## config.mk

```make
export PLATFORM = sky130hd
export DESIGN_NAME = mon_enum_assoc
export DESIGN_NICKNAME = d
export VERILOG_FILES = /design/src/rtl/mon_pkg.sv /design/src/rtl/count_lookup_if.sv /design/src/rtl/count_word_fmt.sv /design/src/rtl/mon_enum_assoc.sv
export SDC_FILE = /design/constraint.sdc
export NUM_CORES = 1
export LEC_CHECK = 0
export BUFFER_PORTS_ARGS = -buffer_cell sky130_fd_sc_hd__buf_2
export CAP_MARGIN = 25
export CORE_AREA = 2 2 176 178
export DETAILED_ROUTE_END_ITERATION = 7
export DIE_AREA = 0 0 178 180
export SLEW_MARGIN = 10
export SYNTH_ARGS = -nofsm -noshare
export SYNTH_HDL_FRONTEND = slang
export SYNTH_SLANG_ARGS = --single-unit
```

## constraint.sdc

```tcl
create_clock -name CLK_I -period 2.6 [get_ports CLK_I]
set_input_delay 0.52 -clock CLK_I [delete_from_list [all_inputs] [get_ports CLK_I]]
set_output_delay 0.52 -clock CLK_I [all_outputs]
set_load 0.005 [all_outputs]
```

## src/rtl/mon_pkg.sv

```systemverilog
package mon_pkg;

  // query leaves and sub-leaves
  localparam logic [31:0] LEAF_BASIC = 32'h0000_0000;
  localparam logic [31:0] LEAF_EXT = 32'h0000_0007;
  localparam logic [31:0] LEAF_MON = 32'h0000_000F;
  localparam logic [31:0] MAX_QUERY_LEAF = 32'h0000_000F;
  localparam logic [31:0] SUB_ENUM = 32'h0000_0000;
  localparam logic [31:0] SUB_LLC = 32'h0000_0001;

  // bit positions in query results
  localparam int CAP_FLAG_BIT = 12;
  localparam int RES_LLC_BIT = 1;
  localparam int EVT_OCC_BIT = 0;
  localparam int EVT_TOT_BIT = 1;
  localparam int EVT_LOC_BIT = 2;

  // event codes
  localparam logic [7:0] EVT_CODE_OCC = 8'h01;
  localparam logic [7:0] EVT_CODE_TOT = 8'h02;
  localparam logic [7:0] EVT_CODE_LOC = 8'h03;

  // model-specific register addresses
  localparam logic [31:0] ADDR_ASSOC = 32'h0000_0100;
  localparam logic [31:0] ADDR_EVTSEL = 32'h0000_0101;
  localparam logic [31:0] ADDR_COUNT = 32'h0000_0102;

  // field layout
  localparam int EVT_CODE_MSB = 7;
  localparam int EVT_TAG_LSB = 32;
  localparam int EVT_TAG_MSB = 41;
  localparam int CNT_ERR_BIT = 63;
  localparam int CNT_UNAV_BIT = 62;
  localparam int CNT_DATA_W = 62;
  localparam int TAG_FIELD_MAX_W = 10;
  localparam logic [63:0] ASSOC_RESET = 64'h0000_0000_0000_0000;

  typedef enum logic [1:0] {EV_OCC, EV_TOT, EV_LOC, EV_RSVD} event_kind_type;

  function automatic event_kind_type decode_event(input logic [7:0] code);
    unique case (code)
      EVT_CODE_OCC: decode_event = EV_OCC;
      EVT_CODE_TOT: decode_event = EV_TOT;
      EVT_CODE_LOC: decode_event = EV_LOC;
      default: decode_event = EV_RSVD;
    endcase
  endfunction

endpackage

```

## src/rtl/count_lookup_if.sv

```systemverilog
`timescale 1ns/1ps
interface count_lookup_if #(parameter int TAG_W = 6);
  logic [TAG_W-1:0] tag;
  logic [7:0] event_code;
  logic [61:0] data;
  logic unavail;
  logic [63:0] word;
  modport src(output tag, output event_code, output data, output unavail, input word);
  modport fmt(input tag, input event_code, input data, input unavail, output word);
endinterface

```

## src/rtl/count_word_fmt.sv

```systemverilog
`timescale 1ns/1ps
module count_word_fmt
  import mon_pkg::*;
#(
  parameter int unsigned LLC_MAX_TAG = 63,
  parameter bit HAS_TOTAL_BW = 1'b1,
  parameter bit HAS_LOCAL_BW = 1'b1
) (
  count_lookup_if.fmt lk
);

  logic supported;
  logic err;
  logic unav;

  always_comb begin
    unique case (decode_event(lk.event_code))
      EV_OCC: supported = 1'b1;
      EV_TOT: supported = HAS_TOTAL_BW;
      EV_LOC: supported = HAS_LOCAL_BW;
      default: supported = 1'b0;
    endcase
    // tags above the cache's own range are unsupported there
    err = !supported || (int'(lk.tag) > int'(LLC_MAX_TAG));
    unav = !err && lk.unavail;
    lk.word = '0;
    lk.word[CNT_ERR_BIT] = err;
    lk.word[CNT_UNAV_BIT] = unav;
    // data is zeroed when it may not be trusted
    lk.word[CNT_DATA_W-1:0] = (err || unav) ? '0 : lk.data;
  end

endmodule // count_word_fmt

```

## src/rtl/mon_enum_assoc.sv

```systemverilog
`timescale 1ns/1ps
module mon_enum_assoc
  import mon_pkg::*;
#(
  parameter int unsigned NUM_THREADS = 2,
  parameter int unsigned MAX_TAG = 63,
  parameter int unsigned LLC_MAX_TAG = 63,
  parameter logic [31:0] CONV_FACTOR = 32'h0000_0040,
  parameter bit HAS_TOTAL_BW = 1'b1,
  parameter bit HAS_LOCAL_BW = 1'b1,
  localparam int THR_W = (NUM_THREADS > 1) ? $clog2(NUM_THREADS) : 1,
  localparam int TAG_W = $clog2(MAX_TAG + 1)
) (
  input wire logic CLK_I,
  input wire logic RST_B_I,
  input wire logic QUERY_REQ_I,
  input wire logic [31:0] QUERY_LEAF_I,
  input wire logic [31:0] QUERY_SUB_I,
  output logic QUERY_ACK_O,
  output logic [31:0] QUERY_A_O,
  output logic [31:0] QUERY_B_O,
  output logic [31:0] QUERY_C_O,
  output logic [31:0] QUERY_D_O,
  input wire logic MSR_RD_I,
  input wire logic MSR_WR_I,
  input wire logic [31:0] MSR_ADDR_I,
  input wire logic [63:0] MSR_WDATA_I,
  input wire logic [THR_W-1:0] MSR_THREAD_I,
  output logic MSR_ACK_O,
  output logic MSR_GP_O,
  output logic [63:0] MSR_RDATA_O,
  input wire logic LLC_REQ_I,
  input wire logic [THR_W-1:0] LLC_THREAD_I,
  output logic LLC_REQ_O,
  output logic [TAG_W-1:0] LLC_TAG_O,
  output logic [TAG_W-1:0] CNT_TAG_O,
  output logic [7:0] CNT_EVENT_O,
  input wire logic [61:0] CNT_DATA_I,
  input wire logic CNT_UNAVAIL_I
);

  if (TAG_W < 1 || TAG_W > TAG_FIELD_MAX_W) begin : g_bad_tag
    $error("tag range does not fit the tag field");
  end
  if (LLC_MAX_TAG > MAX_TAG) begin : g_bad_llc
    $error("cache tag maximum exceeds the overall maximum");
  end
  if (NUM_THREADS != (1 << THR_W)) begin : g_bad_thr
    $error("thread count must be a power of two");
  end

  localparam logic [TAG_W-1:0] MAX_TAG_V = TAG_W'(MAX_TAG);

  typedef enum logic {ST_IDLE, ST_LOOKUP} access_state_type;

  access_state_type state_reg;
  logic [TAG_W-1:0] assoc_reg [NUM_THREADS];
  logic [TAG_W-1:0] evt_tag_reg [NUM_THREADS];
  logic [7:0] evt_code_reg [NUM_THREADS];
  logic [TAG_W-1:0] cnt_tag_reg;
  logic [7:0] cnt_code_reg;
  logic [31:0] qa_next;
  logic [31:0] qb_next;
  logic [31:0] qc_next;
  logic [31:0] qd_next;
  logic wr_go;
  logic rd_go;
  logic is_assoc;
  logic is_evtsel;
  logic is_count;
  logic assoc_bad;
  logic evt_bad;
  logic wr_fault;
  logic rd_fault;
  logic [TAG_W-1:0] w_evt_tag;
  logic [63:0] rd_word;

  count_lookup_if #(.TAG_W(TAG_W)) lk ();

  count_word_fmt #(
    .LLC_MAX_TAG(LLC_MAX_TAG),
    .HAS_TOTAL_BW(HAS_TOTAL_BW),
    .HAS_LOCAL_BW(HAS_LOCAL_BW)
  ) u_fmt (
    .lk(lk.fmt)
  );

  // one tag space for the package: lookup is by tag alone, not by thread
  assign lk.tag = cnt_tag_reg;
  assign lk.event_code = cnt_code_reg;
  assign lk.data = CNT_DATA_I;
  assign lk.unavail = CNT_UNAVAIL_I;
  assign CNT_TAG_O = cnt_tag_reg;
  assign CNT_EVENT_O = cnt_code_reg;

  // capability queries
  always_comb begin
    qa_next = '0;
    qb_next = '0;
    qc_next = '0;
    qd_next = '0;
    if (QUERY_LEAF_I == LEAF_BASIC) begin
      qa_next = MAX_QUERY_LEAF;
    end else if (QUERY_LEAF_I == LEAF_EXT && QUERY_SUB_I == SUB_ENUM) begin
      qb_next[CAP_FLAG_BIT] = 1'b1;
    end else if (QUERY_LEAF_I == LEAF_MON && QUERY_SUB_I == SUB_ENUM) begin
      qb_next = 32'(MAX_TAG);
      qd_next[RES_LLC_BIT] = 1'b1;
    end else if (QUERY_LEAF_I == LEAF_MON && QUERY_SUB_I == SUB_LLC) begin
      qb_next = CONV_FACTOR;
      qc_next = 32'(LLC_MAX_TAG);
      qd_next[EVT_OCC_BIT] = 1'b1;
      qd_next[EVT_TOT_BIT] = HAS_TOTAL_BW;
      qd_next[EVT_LOC_BIT] = HAS_LOCAL_BW;
    end
    // every other sub-leaf of the monitoring leaf stays zero
  end

  always_ff @(posedge CLK_I or negedge RST_B_I) begin
    if (!RST_B_I) begin
      QUERY_ACK_O <= 1'b0;
      QUERY_A_O <= '0;
      QUERY_B_O <= '0;
      QUERY_C_O <= '0;
      QUERY_D_O <= '0;
    end else begin
      QUERY_ACK_O <= QUERY_REQ_I;
      if (QUERY_REQ_I) begin
        QUERY_A_O <= qa_next;
        QUERY_B_O <= qb_next;
        QUERY_C_O <= qc_next;
        QUERY_D_O <= qd_next;
      end
    end
  end

  // register access decode; a write wins over a read in the same cycle
  assign wr_go = MSR_WR_I && state_reg == ST_IDLE;
  assign rd_go = MSR_RD_I && !MSR_WR_I && state_reg == ST_IDLE;
  assign is_assoc = MSR_ADDR_I == ADDR_ASSOC;
  assign is_evtsel = MSR_ADDR_I == ADDR_EVTSEL;
  assign is_count = MSR_ADDR_I == ADDR_COUNT;
  assign w_evt_tag = MSR_WDATA_I[EVT_TAG_LSB +: TAG_W];

  always_comb begin
    // the service-class half is not built, so it counts as reserved here
    assoc_bad = (|(MSR_WDATA_I >> TAG_W)) || (MSR_WDATA_I[TAG_W-1:0] > MAX_TAG_V);
    evt_bad = (|MSR_WDATA_I[EVT_TAG_LSB-1:EVT_CODE_MSB+1])
      || (|(MSR_WDATA_I >> (EVT_TAG_LSB + TAG_W)))
      || (w_evt_tag > MAX_TAG_V);
    // the count register is read-only; unknown addresses fault
    wr_fault = is_assoc ? assoc_bad : (is_evtsel ? evt_bad : 1'b1);
    rd_fault = !(is_assoc || is_evtsel || is_count);
    rd_word = '0;
    if (is_assoc) begin
      rd_word[TAG_W-1:0] = assoc_reg[MSR_THREAD_I];
    end else if (is_evtsel) begin
      rd_word[EVT_CODE_MSB:0] = evt_code_reg[MSR_THREAD_I];
      rd_word[EVT_TAG_LSB +: TAG_W] = evt_tag_reg[MSR_THREAD_I];
    end
  end

  always_ff @(posedge CLK_I or negedge RST_B_I) begin
    if (!RST_B_I) begin
      state_reg <= ST_IDLE;
    end else begin
      unique case (state_reg)
        ST_IDLE: if (rd_go && is_count) state_reg <= ST_LOOKUP;
        ST_LOOKUP: state_reg <= ST_IDLE;
      endcase
    end
  end

  // the lookup takes one cycle so the accounting side sees a settled tag
  always_ff @(posedge CLK_I or negedge RST_B_I) begin
    if (!RST_B_I) begin
      cnt_tag_reg <= '0;
      cnt_code_reg <= '0;
    end else if (rd_go && is_count) begin
      cnt_tag_reg <= evt_tag_reg[MSR_THREAD_I];
      cnt_code_reg <= evt_code_reg[MSR_THREAD_I];
    end
  end

  always_ff @(posedge CLK_I or negedge RST_B_I) begin
    if (!RST_B_I) begin
      MSR_ACK_O <= 1'b0;
      MSR_GP_O <= 1'b0;
      MSR_RDATA_O <= '0;
    end else begin
      MSR_ACK_O <= 1'b0;
      MSR_GP_O <= 1'b0;
      if (wr_go) begin
        MSR_ACK_O <= 1'b1;
        MSR_GP_O <= wr_fault;
      end else if (rd_go && !is_count) begin
        MSR_ACK_O <= 1'b1;
        MSR_GP_O <= rd_fault;
        MSR_RDATA_O <= rd_fault ? '0 : rd_word;
      end else if (state_reg == ST_LOOKUP) begin
        MSR_ACK_O <= 1'b1;
        MSR_RDATA_O <= lk.word;
      end
    end
  end

  always_ff @(posedge CLK_I or negedge RST_B_I) begin
    if (!RST_B_I) begin
      for (int t = 0; t < NUM_THREADS; t++) begin
        assoc_reg[t] <= ASSOC_RESET[TAG_W-1:0];
      end
    end else if (wr_go && is_assoc && !assoc_bad) begin
      assoc_reg[MSR_THREAD_I] <= MSR_WDATA_I[TAG_W-1:0];
    end
  end

  always_ff @(posedge CLK_I or negedge RST_B_I) begin
    if (!RST_B_I) begin
      for (int t = 0; t < NUM_THREADS; t++) begin
        evt_tag_reg[t] <= '0;
        evt_code_reg[t] <= '0;
      end
    end else if (wr_go && is_evtsel && !evt_bad) begin
      evt_code_reg[MSR_THREAD_I] <= MSR_WDATA_I[EVT_CODE_MSB:0];
      evt_tag_reg[MSR_THREAD_I] <= w_evt_tag;
    end
  end

  // every cache request leaves tagged with its thread's active tag
  always_ff @(posedge CLK_I or negedge RST_B_I) begin
    if (!RST_B_I) begin
      LLC_REQ_O <= 1'b0;
      LLC_TAG_O <= '0;
    end else begin
      LLC_REQ_O <= LLC_REQ_I;
      LLC_TAG_O <= assoc_reg[LLC_THREAD_I];
    end
  end
endmodule // mon_enum_assoc

```

==> results of run 1 <==
-- final cells by class --
cell class | instances | area (sq um)
Clock inverter | 15 | 136
Tap cell | 396 | 495
Clock buffer | 17 | 425
Sequential cell | 134 | 3350
Timing Repair Buffer | 363 | 1960
Fill cell | 3154 | 20700
Antenna cell | 1 | 2.50
Inverter | 7 | 26.3
Multi-Input combinational cell | 400 | 3050
-- power by group through the flow --
stage	combinational [mW]	clock [mW]	sequential, mW
after floorplan	0.253	0	2.17
after global placement	0.461	0	2.17
after detailed placement	0.467	0	2.17
after CTS	0.468	2.40	2.13
after global routing	0.517	2.51	2.13
final	0.463	2.32	2.13
-- cell usage in the layout (no fill, tap or decap), types with 6 or more instances in the layout --
master	instances
buf_2	338
conb_1	107
o211ai_1	6
buf_12	6
dfrtp_1	134
buf_4	18
mux2_2	52
nand2_1	27
nand3_1	14
a2bb2oi_1	14
inv_1	7
nor4_1	28
a22o_1	61
nor4_4	7
nor2_1	8
clkbuf_16	17
mux2_4	20
mux2i_1	6
-- worst max-delay path by stage --
| stage | endpoint | cells after the start | startpoint | slack, ns |
|---|---|---|---|---|
| 6_report | MSR_RDATA_O[61]$_DFFE_PN0P_ | 7 | CNT_EVENT_O[2]$_DFFE_PN0P_ | 0.49 |
| 5_1_grt | MSR_RDATA_O[34]$_DFFE_PN0P_ | 6 | CNT_EVENT_O[2]$_DFFE_PN0P_ | 0.29 |
| 4_1_cts | MSR_RDATA_O[37]$_DFFE_PN0P_ | 6 | CNT_EVENT_O[2]$_DFFE_PN0P_ | 0.45 |
| 3_5_place_dp | assoc_reg[5]$_DFFE_PN0P_ | 6 | MSR_ADDR_I[11] | 0.06 |
| 3_3_place_gp | assoc_reg[3]$_DFFE_PN0P_ | 6 | MSR_ADDR_I[4] | 0.11 |
| 2_1_floorplan | CNT_EVENT_O[0]$_DFFE_PN0P_ | 5 | MSR_ADDR_I[26] | 0.47 |
-- worst max-delay path, delay by kind of cell (launching register included) --
| family | cells | cell delay, ns |
|---|---|---|
| AOI/OAI and AO/OA | 1 | 0.10 |
| buffers and inverters | 2 | 0.40 |
| DFF | 1 | 0.40 |
| and+or+nand+nor | 4 | 1.10 |
-- synthesized netlist by cell type, drive strengths merged --
cell     count  area share
or3b         1      0.0012
o21a         1      0.0011
a32o         1      0.0014
a22o        61       0.075
and4         2      0.0025
mux2i        6      0.0085
o32ai        2      0.0025
o21ai        1     0.00071
clkbuf      12      0.0064
o22ai        2      0.0018
nor2b        3      0.0026
nor3         3      0.0021
buf        136        0.14
nor2         8      0.0042
nand2b       1     0.00088
nand2       28       0.015
o211ai       6      0.0064
nor4        40       0.055
nand4b       1      0.0012
a211oi       1      0.0011
nand3       15       0.011
nor4b        3      0.0067
dfrtp      134        0.47
a2bb2oi     14       0.017
a21o         1      0.0011
a21oi        2      0.0019
nand4        9       0.014
nor3b        1      0.0011
inv          7      0.0037
nor4bb       1      0.0014
conb         1     0.00053
or4          3      0.0037
mux2        74        0.13
and3         1     0.00088
and3b        1      0.0012
-- stage by stage --
step           cell area (sq um)  std cells  setup slack, ns  hold slack, ns  utilization
2_1_floorplan               7490        689            0.470           0.224            -
3_3_place_gp                8880       1300            0.114           0.476        0.294
3_5_place_dp                8880       1300           0.0601           0.481        0.294
4_1_cts                     9450       1332            0.449          0.0870        0.313
5_1_grt                     9450       1332            0.288          0.0962        0.313
6_report                    9450       1333            0.486          0.0727        0.313
-- cells by family (layout without fill, tap and decap cells) --
| kind of cell | count (synthesis) | count (layout) | synth area share |
|---|---|---|---|
| buf+inv | 155 | 402 | 0.154 |
| other cells | 1 | 108 | 0.000529 |
| flops | 134 | 134 | 0.473 |
| mux | 80 | 80 | 0.137 |
| simple gates | 121 | 121 | 0.125 |
| compound gates | 92 | 92 | 0.111 |
-- metal layers --
layer,GRT usage,routed length [microns],vias to the layer above
li1,-,-,2611
met1,0.176,9370,2730
met2,0.227,10800,256
met3,0.0360,1710,7
met4,0.0279,148,0
met5,0,0,-
==> flow_summary.toml, run 1 <==
[global_route]
grt_use_total = 0.136
grt_pass1_wl_microns = 32700
antenna_found_initial = 0
grt_overflow = 0
grt_pass1_vias = 5476
grt_max_degree = 55

[power_and_ir_drop]
p_sw_mw = 1.32
p_int_mw = 3.59
p_comb_frac = 0.094
power.density_nw_per_um2 = 520
peakVddDrop_uv = 392
p_seq_frac = 0.433
switching_share = 0.269
p_leak_nw = 5.13
p_total_mw = 4.91
power_frac_clock = 0.472

[critical_path]
start_kind = "register"
r2r-start = "CNT_EVENT_O[2]$_DFFE_PN0P_"
slowest_stage = "or4_4"
rr_worst_depth = 7
worstSetupEndpointType = "register"
crit_fanout = 48
path_cells = "or4_4 -> nor4_2 -> buf_4 -> and3b_2 -> buf_12 -> a21oi_1 -> nor2_1"
cp.arrival_ns = 2.45
reg2reg_setup_slack_ns = 0.49
crit_type = "reg2reg"
max_stage_delay_ns = 0.57
cp.required_ns = 2.94
worstReg2RegEnd = "MSR_RDATA_O[61]$_DFFE_PN0P_"

[sta]
slew_headroom = 0.600
fin_tns_setup_ns = 0
max_freq_mhz = 473
worst_pin_slew_ns = 0.601
fin_crit_sh = 0.813
rsz0062_at_grt = "false"
finalMaxSlewViolations = 0
setup_violations = 0
hold_viol = 0
finClkSkew_ns = 0.0166
min_period_ns = 2.11

[clock_network]
cts_tree = "built"
hold_buffers = 0
clkTransAtPathRegs_ns = 0.07
cts_resized = 0
post_cts_buffers = 0
clockRootBuffer = "clkbuf_16"
cts.htree.levels = 4
cts.sinks = 134
cts_buffers = 17
cts_buffer_depth = 2
insertion_delay_ns = 0.42

[layout]
syn_to_final_growth_pct = 33.3
nets = 1154
final_layout_size_suffix_gt1_frac = 0.525
largest_reg_flops = 64

[routing]
dr.pass1.iters = 4
wirelength_microns = 22000
wire_per_inst_microns = 16.5
drc = 0
detail_route.vias_per_cell = 4.20
drt-initial-drc-count = 280
vias = 5604
antenna_left = 0

[die]
die_h_microns = 180
initial_core_util = 0.235
num_io_pins = 447
die-area_sq_um = 32000
die_width_microns = 178
fp.coreArea_sq_um = 30200
rows = 64

[placement]
io_buffers = 339
hpwl_microns = 17600
gp_congestion = 0.814

[yosys]
synth_cell_type_count = 49
synth_seq_area_share = 0.473
synth_cells = 583
synth.yosys.warnings = 0
avgSynthCellArea_sq_um = 12.2
ys_seq_elements = 134
synth_area_sq_um = 7090

[hold_path]
holdCritPathClass = "in2async"

[flow_run]
drv_cap = 0

[run_status]
outcome = "finished, final reports clean"
(Power assumes the default switching activity.)
==> inputs of run 2 (changes only) <==
--- a/config.mk
+++ b/config.mk
@@ -5,6 +5,7 @@
 export SDC_FILE = /design/constraint.sdc
 export NUM_CORES = 1
 export LEC_CHECK = 0
+export ABC_AREA = 1
 export BUFFER_PORTS_ARGS = -buffer_cell sky130_fd_sc_hd__buf_2
 export CAP_MARGIN = 25
 export CORE_AREA = 2 2 176 178
==> constraint.sdc (replaced) <==
create_clock -name CLK_I -period 2.2 [get_ports CLK_I]
set_input_delay 0.44 -clock CLK_I [delete_from_list [all_inputs] [get_ports CLK_I]]
set_output_delay 0.44 -clock CLK_I [all_outputs]
set_load 0.005 [all_outputs]
==> run 2 against run 1 <==
Effect of this change: final cell count is 39% higher; die area stayed put; flip-flop and latch count stayed put; hold slack improved by 0.056 ns; sequential power rose by 17%; largest cell class unchanged; highest routed layer is now met5.
==> flow_summary.toml, run 2 <==
[global_route]
grt_max_degree = 55
antenna_found_initial = 4
grt_overflow = 0
grt_use_total = 0.147
grt_pass1_wl_microns = 37300
grt_pass1_vias = 7185

[placement]
hpwl_microns = 18700
gp_congestion = 0.798
io_buffers = 339
dp.cells = 1825

[sta]
finClkSkew_ns = 0.00662
fin_crit_sh = 0.834
finalMaxSlewViolations = 0
min_period_ns = 1.84
hold_viol = 0
rsz0062_at_grt = "false"
worst_pin_slew_ns = 0.682
setup_violations = 0
max_freq_mhz = 545
slew_headroom = 0.545
fin_tns_setup_ns = 0

[yosys]
synthTopCellsByCount = "250 x nand2_1, 187 x inv_1, 171 x nor2_1"
ys_seq_elements = 134
synth_area_leaders = "dfrtp_1 41%, buf_4 12%, nand2_1 11%, inv_1 8.6%, nor2_1 7.9%"
synth_flop_cell = "dfrtp_1"
synth_edf_count = 0
yosysTopAreaCell = "dfrtp_1"
synth_seq_area_share = 0.410
synth_area_sq_um = 8170
synth.yosys.warnings = 0
synth_cell_type_count = 30
ys_async_sr_fraction = 1.00
avgSynthCellArea_sq_um = 7.27
synth_cells = 1124
synth_top_area_share = 0.410
yosysMostFrequentCell = "nand2_1"

[critical_path]
start_kind = "register"
worstSetupEndpointType = "register"
cp.required_ns = 2.56
crit_fanout = 48
crit_type = "reg2reg"
cp.arrival_ns = 2.19

[clock_network]
cts_buffer_depth = 2
clockRootBuffer = "clkbuf_16"
clkTransAtPathRegs_ns = 0.06
insertion_delay_ns = 0.42
cts_resized = 0
cts_buffers = 17
cts.htree.levels = 4
cts_tree = "built"
cts.sinks = 134

[flow_run]
drv_cap = 0

[power_and_ir_drop]
power.density_nw_per_um2 = 569
p_comb_frac = 0.098
p_sw_mw = 1.50
p_leak_nw = 6.41
p_int_mw = 4.40
switching_share = 0.255
peakVddDrop_uv = 544
p_seq_frac = 0.423
power_frac_clock = 0.479

[routing]
detail_route.vias_per_cell = 4.06
vias = 7538
dr.pass1.iters = 6
drt-initial-drc-count = 387
drc = 0
wirelength_microns = 23500
wire_per_inst_microns = 12.7
antenna_left = 0

[hold_path]
holdCritPathClass = "in2reg"

[layout]
layout.cells.non_filler = 1857
nets = 1680
final_layout_size_suffix_gt1_frac = 0.287
antenna_cells = 0
largest_reg_flops = 64
syn_to_final_growth_pct = 27.1
utilization = 0.344
final_common_cell = "buf_2"
fillers = 3251
final_cell_mix = "338 x buf_2, 250 x nand2_1, 187 x inv_1"

[die]
num_io_pins = 447
initial_core_util = 0.271
die-area_sq_um = 32000
fp.coreArea_sq_um = 30200
die_width_microns = 178
die_h_microns = 180
rows = 64

[run_status]
outcome = "finished, final reports clean"
run 2: final timing paths:
| kind | startpoint | endpoint | slack, ns | cells after the start |
|---|---|---|---|---|
| worst max-delay path | CNT_EVENT_O[4]$_DFFE_PN0P_ | MSR_RDATA_O[61]$_DFFE_PN0P_ | 0.36 | 10 |
| worst min-delay path | LLC_REQ_I | LLC_REQ_O$_DFF_PN0_ | 0.13 | 1 |
| worst max register to register | CNT_EVENT_O[4]$_DFFE_PN0P_ | MSR_RDATA_O[61]$_DFFE_PN0P_ | 0.36 | 10 |
| worst min register to register | MSR_RDATA_O[33]$_DFFE_PN0P_ | MSR_RDATA_O[33]$_DFFE_PN0P_ | 0.47 | 2 |
| max in group asynchronous | RST_B_I | LLC_TAG_O[4]$_DFF_PN0_ | 1.01 | 3 |
| min in group asynchronous | RST_B_I | MSR_RDATA_O[59]$_DFFE_PN0P_ | 0.58 | 2 |
run 2: cell type report:
cell class	count	area (sq um)	share of cell area
Multi-Input combinational cell	740	3290	0.317
Clock inverter	14	154	0.0148
Clock buffer	17	425	0.0410
Timing Repair Buffer	365	1950	0.188
Tap cell	396	495	0.0477
Sequential cell	134	3350	0.323
Inverter	191	717	0.0690
run 2: repair_timing:
action / 4_1_cts / 5_1_grt
endpoints found under the hold margin: 6 / 0
setup endpoints to repair: 0 / 0
hold buffers: 1 / 0
buffers inserted: 0 / 0
run 2: power groups by stage:
stage / registers, mW / clock network [mW] / logic (mW)
finish: 2.50 / 2.83 / 0.579
global route: 2.50 / 3.04 / 0.668
CTS: 2.50 / 2.94 / 0.587
detailed placement: 2.54 / 0 / 0.584
global placement: 2.54 / 0 / 0.577
floorplan: 2.55 / 0 / 0.351
run 2: routing by layer:
metal	vias up	part of all wire	track usage	routed length, microns
met4	4	0.0070	0.0354	164
met2	254	0.49	0.254	11500
li1	3885	-	-	-
met1	3379	0.43	0.180	10100
met3	16	0.075	0.0412	1760
met5	-	0.0011	0	27
run 2: critical path: stages (launching register included):
cell	delay (ns)
dfrtp_1	0.38
inv_1	0.07
nand2_1	0.06
nor3_1	0.38
nand2_1	0.10
inv_1	0.10
nand3_2	0.06
buf_4	0.26
o21ai_0	0.22
nand2_1	0.07
inv_1	0.05
run 2: cells by family after synthesis:
| group | synth area share |
|---|---|
| and+or+nand+nor | 0.274 |
| DFF | 0.410 |
| AOI/OAI and AO/OA | 0.0688 |
| muxes | 0.00980 |
| other | 0.000459 |
| buffers and inverters | 0.236 |
run 2: stage by stage:
step                      setup WS [ns]  instance area, sq um  total power, mW  hold slack [ns]
after CTS                         0.316                 10400             6.02            0.101
after detailed placement          0.146                  9800             3.13            0.458
after global placement            0.201                  9800             3.12            0.453
final                             0.365                 10400             5.91            0.129
after floorplan                   0.596                  8570             2.90            0.144
after global routing              0.173                 10400             6.20            0.106
==> inputs of run 3 (changes only) <==
==> constraint.sdc (replaced) <==
create_clock -name CLK_I -period 1.8 [get_ports CLK_I]
set_input_delay 0.36 -clock CLK_I [delete_from_list [all_inputs] [get_ports CLK_I]]
set_output_delay 0.36 -clock CLK_I [all_outputs]
set_load 0.005 [all_outputs]
==> run 3 against run 2 <==
Effect of this change: setup slack worse by 0.17 ns; flip-flop and latch count stayed put; final area up 1.5%; critical path type unchanged; combinational power grew 23%; clock-buffer cell count grew 2; utilization up 0.51 points; first-iteration DRC count shrank 13%; clock power is 28% higher; final cell count grew 0.48%.
==> flow_summary.toml, run 3 (synthesis gave the netlist of run 2 again) <==
[clock_network]
clockRootBuffer = "clkbuf_16"
cts_buffers = 17
cts_buffer_depth = 2
cts.htree.levels = 4
cts_tree = "built"
clkTransAtPathRegs_ns = 0.06
insertion_delay_ns = 0.41
cts.sinks = 134
post_cts_buffers = 0

[critical_path]
crit_fanout = 48
path_cells = "inv_1 -> nand2_1 -> nor3_1 -> buf_4 -> nand2_1 -> inv_1 -> nand3_2 -> buf_12 -> o21ai_0 -> nand2_1 -> inv_1"
cp.arrival_ns = 1.95
slowest_stage = "dfrtp_1"
cp.required_ns = 2.15
max_stage_delay_ns = 0.38
worstSetupEndpointType = "register"
start_kind = "register"
crit_type = "reg2reg"

[placement]
dp.cells = 1833
hpwl_microns = 18400
gp_congestion = 0.808
io_buffers = 339

[global_route]
grt_overflow = 0
antenna_found_initial = 3
grt_pass1_vias = 7172
grt_max_degree = 49
grt_use_total = 0.145
grt_pass1_wl_microns = 36800

[die]
die_h_microns = 180
die_width_microns = 178
num_io_pins = 447
fp.coreArea_sq_um = 30200
rows = 64
initial_core_util = 0.271
die-area_sq_um = 32000

[layout]
final_common_cell = "buf_2"
final_layout_size_suffix_gt1_frac = 0.290
syn_to_final_growth_pct = 29.0
regArea_sq_um = 3350
fillers = 3257
layout.cells.non_filler = 1866
largest_reg_flops = 64
antenna_cells = 0
final_cell_mix = "338 x buf_2, 250 x nand2_1, 187 x inv_1"
utilization = 0.349
multiInputGateArea_sq_um = 3290
nets = 1688

[routing]
detail_route.vias_per_cell = 4.11
wire_per_inst_microns = 12.5
drc = 0
antenna_left = 0
drt-initial-drc-count = 337
vias = 7678
dr.pass1.iters = 5
wirelength_microns = 23400

[power_and_ir_drop]
p_total_mw = 7.38
power.density_nw_per_um2 = 700
peakVddDrop_uv = 615
p_leak_nw = 6.49

[sta]
fin_tns_setup_ns = 0
worst_pin_slew_ns = 0.527
fin_crit_sh = 0.889
hold_viol = 0
rsz0062_at_grt = "false"
finalMaxSlewViolations = 0
max_freq_mhz = 625
min_period_ns = 1.60
finClkSkew_ns = 0.0106
slew_headroom = 0.649
holdWs_ns = 0.0532
setup_violations = 0

[flow_run]
drv_cap = 0

[run_status]
outcome = "finished, final reports clean"

[hold_path]
holdCritPathClass = "in2reg"
## run 3: critical path, delay by kind of cell (launching register included)
kind	cells	cell delay, ns
AO/OA/AOI/OAI	1	0.18
buffers and inverters	5	0.54
flip-flops	1	0.38
AND/OR/NAND/NOR	5	0.38
## run 3: metrics by stage
stage / setup WS [ns] / instance area [sq um]
floorplan: 0.276 / 8570
global placement: -0.0625 / 9920
detailed placement: -0.0706 / 9920
CTS: 0.0645 / 10500
global route: 0.0608 / 10500
finish: 0.199 / 10500
## run 3: repair_timing
item | in CTS | in global routing
hold buffers | 1 | 0
setup endpoints to repair | 0 | 15
hold endpoints to repair | 29 | 0
resized for setup | 0 | 1
## run 3: worst paths after layout
check	cells past startpoint	slack, ns	endpoint	start
worst max-delay path	11	0.20	MSR_RDATA_O[61]$_DFFE_PN0P_	CNT_EVENT_O[4]$_DFFE_PN0P_
worst max register to register	11	0.20	MSR_RDATA_O[61]$_DFFE_PN0P_	CNT_EVENT_O[4]$_DFFE_PN0P_
min in group asynchronous	2	0.41	MSR_RDATA_O[42]$_DFFE_PN0P_	RST_B_I
worst min-delay path	1	0.05	LLC_REQ_O$_DFF_PN0_	LLC_REQ_I
max in group asynchronous	3	0.66	MSR_RDATA_O[18]$_DFFE_PN0P_	RST_B_I
worst min register to register	2	0.47	evt_tag_reg[1]$_DFFE_PN0P_	evt_tag_reg[1]$_DFFE_PN0P_
## run 3: layer usage
metal | track usage | vias up | part of all wire
li1 | - | 3906 | -
met1 | 0.182 | 3484 | 0.44
met2 | 0.242 | 263 | 0.48
met3 | 0.0379 | 21 | 0.073
met4 | 0.0456 | 4 | 0.014
met5 | 0 | - | 0.0012
## run 3: layout make-up
type	instances	share of cell area
inverters	191	0.0680
clock inverters	13	0.0164
clock buffers	19	0.0411
multi-input cells	740	0.313
flip-flops and latches	134	0.318
well taps	396	0.0470
repair buffers	373	0.197
## run 3: power breakdown
group          total, mW  internal [mW]  switching [mW]
logic              0.714          0.303           0.411
clock network       3.61           2.20            1.41
registers           3.06           3.04          0.0156
total               7.38           5.54            1.83
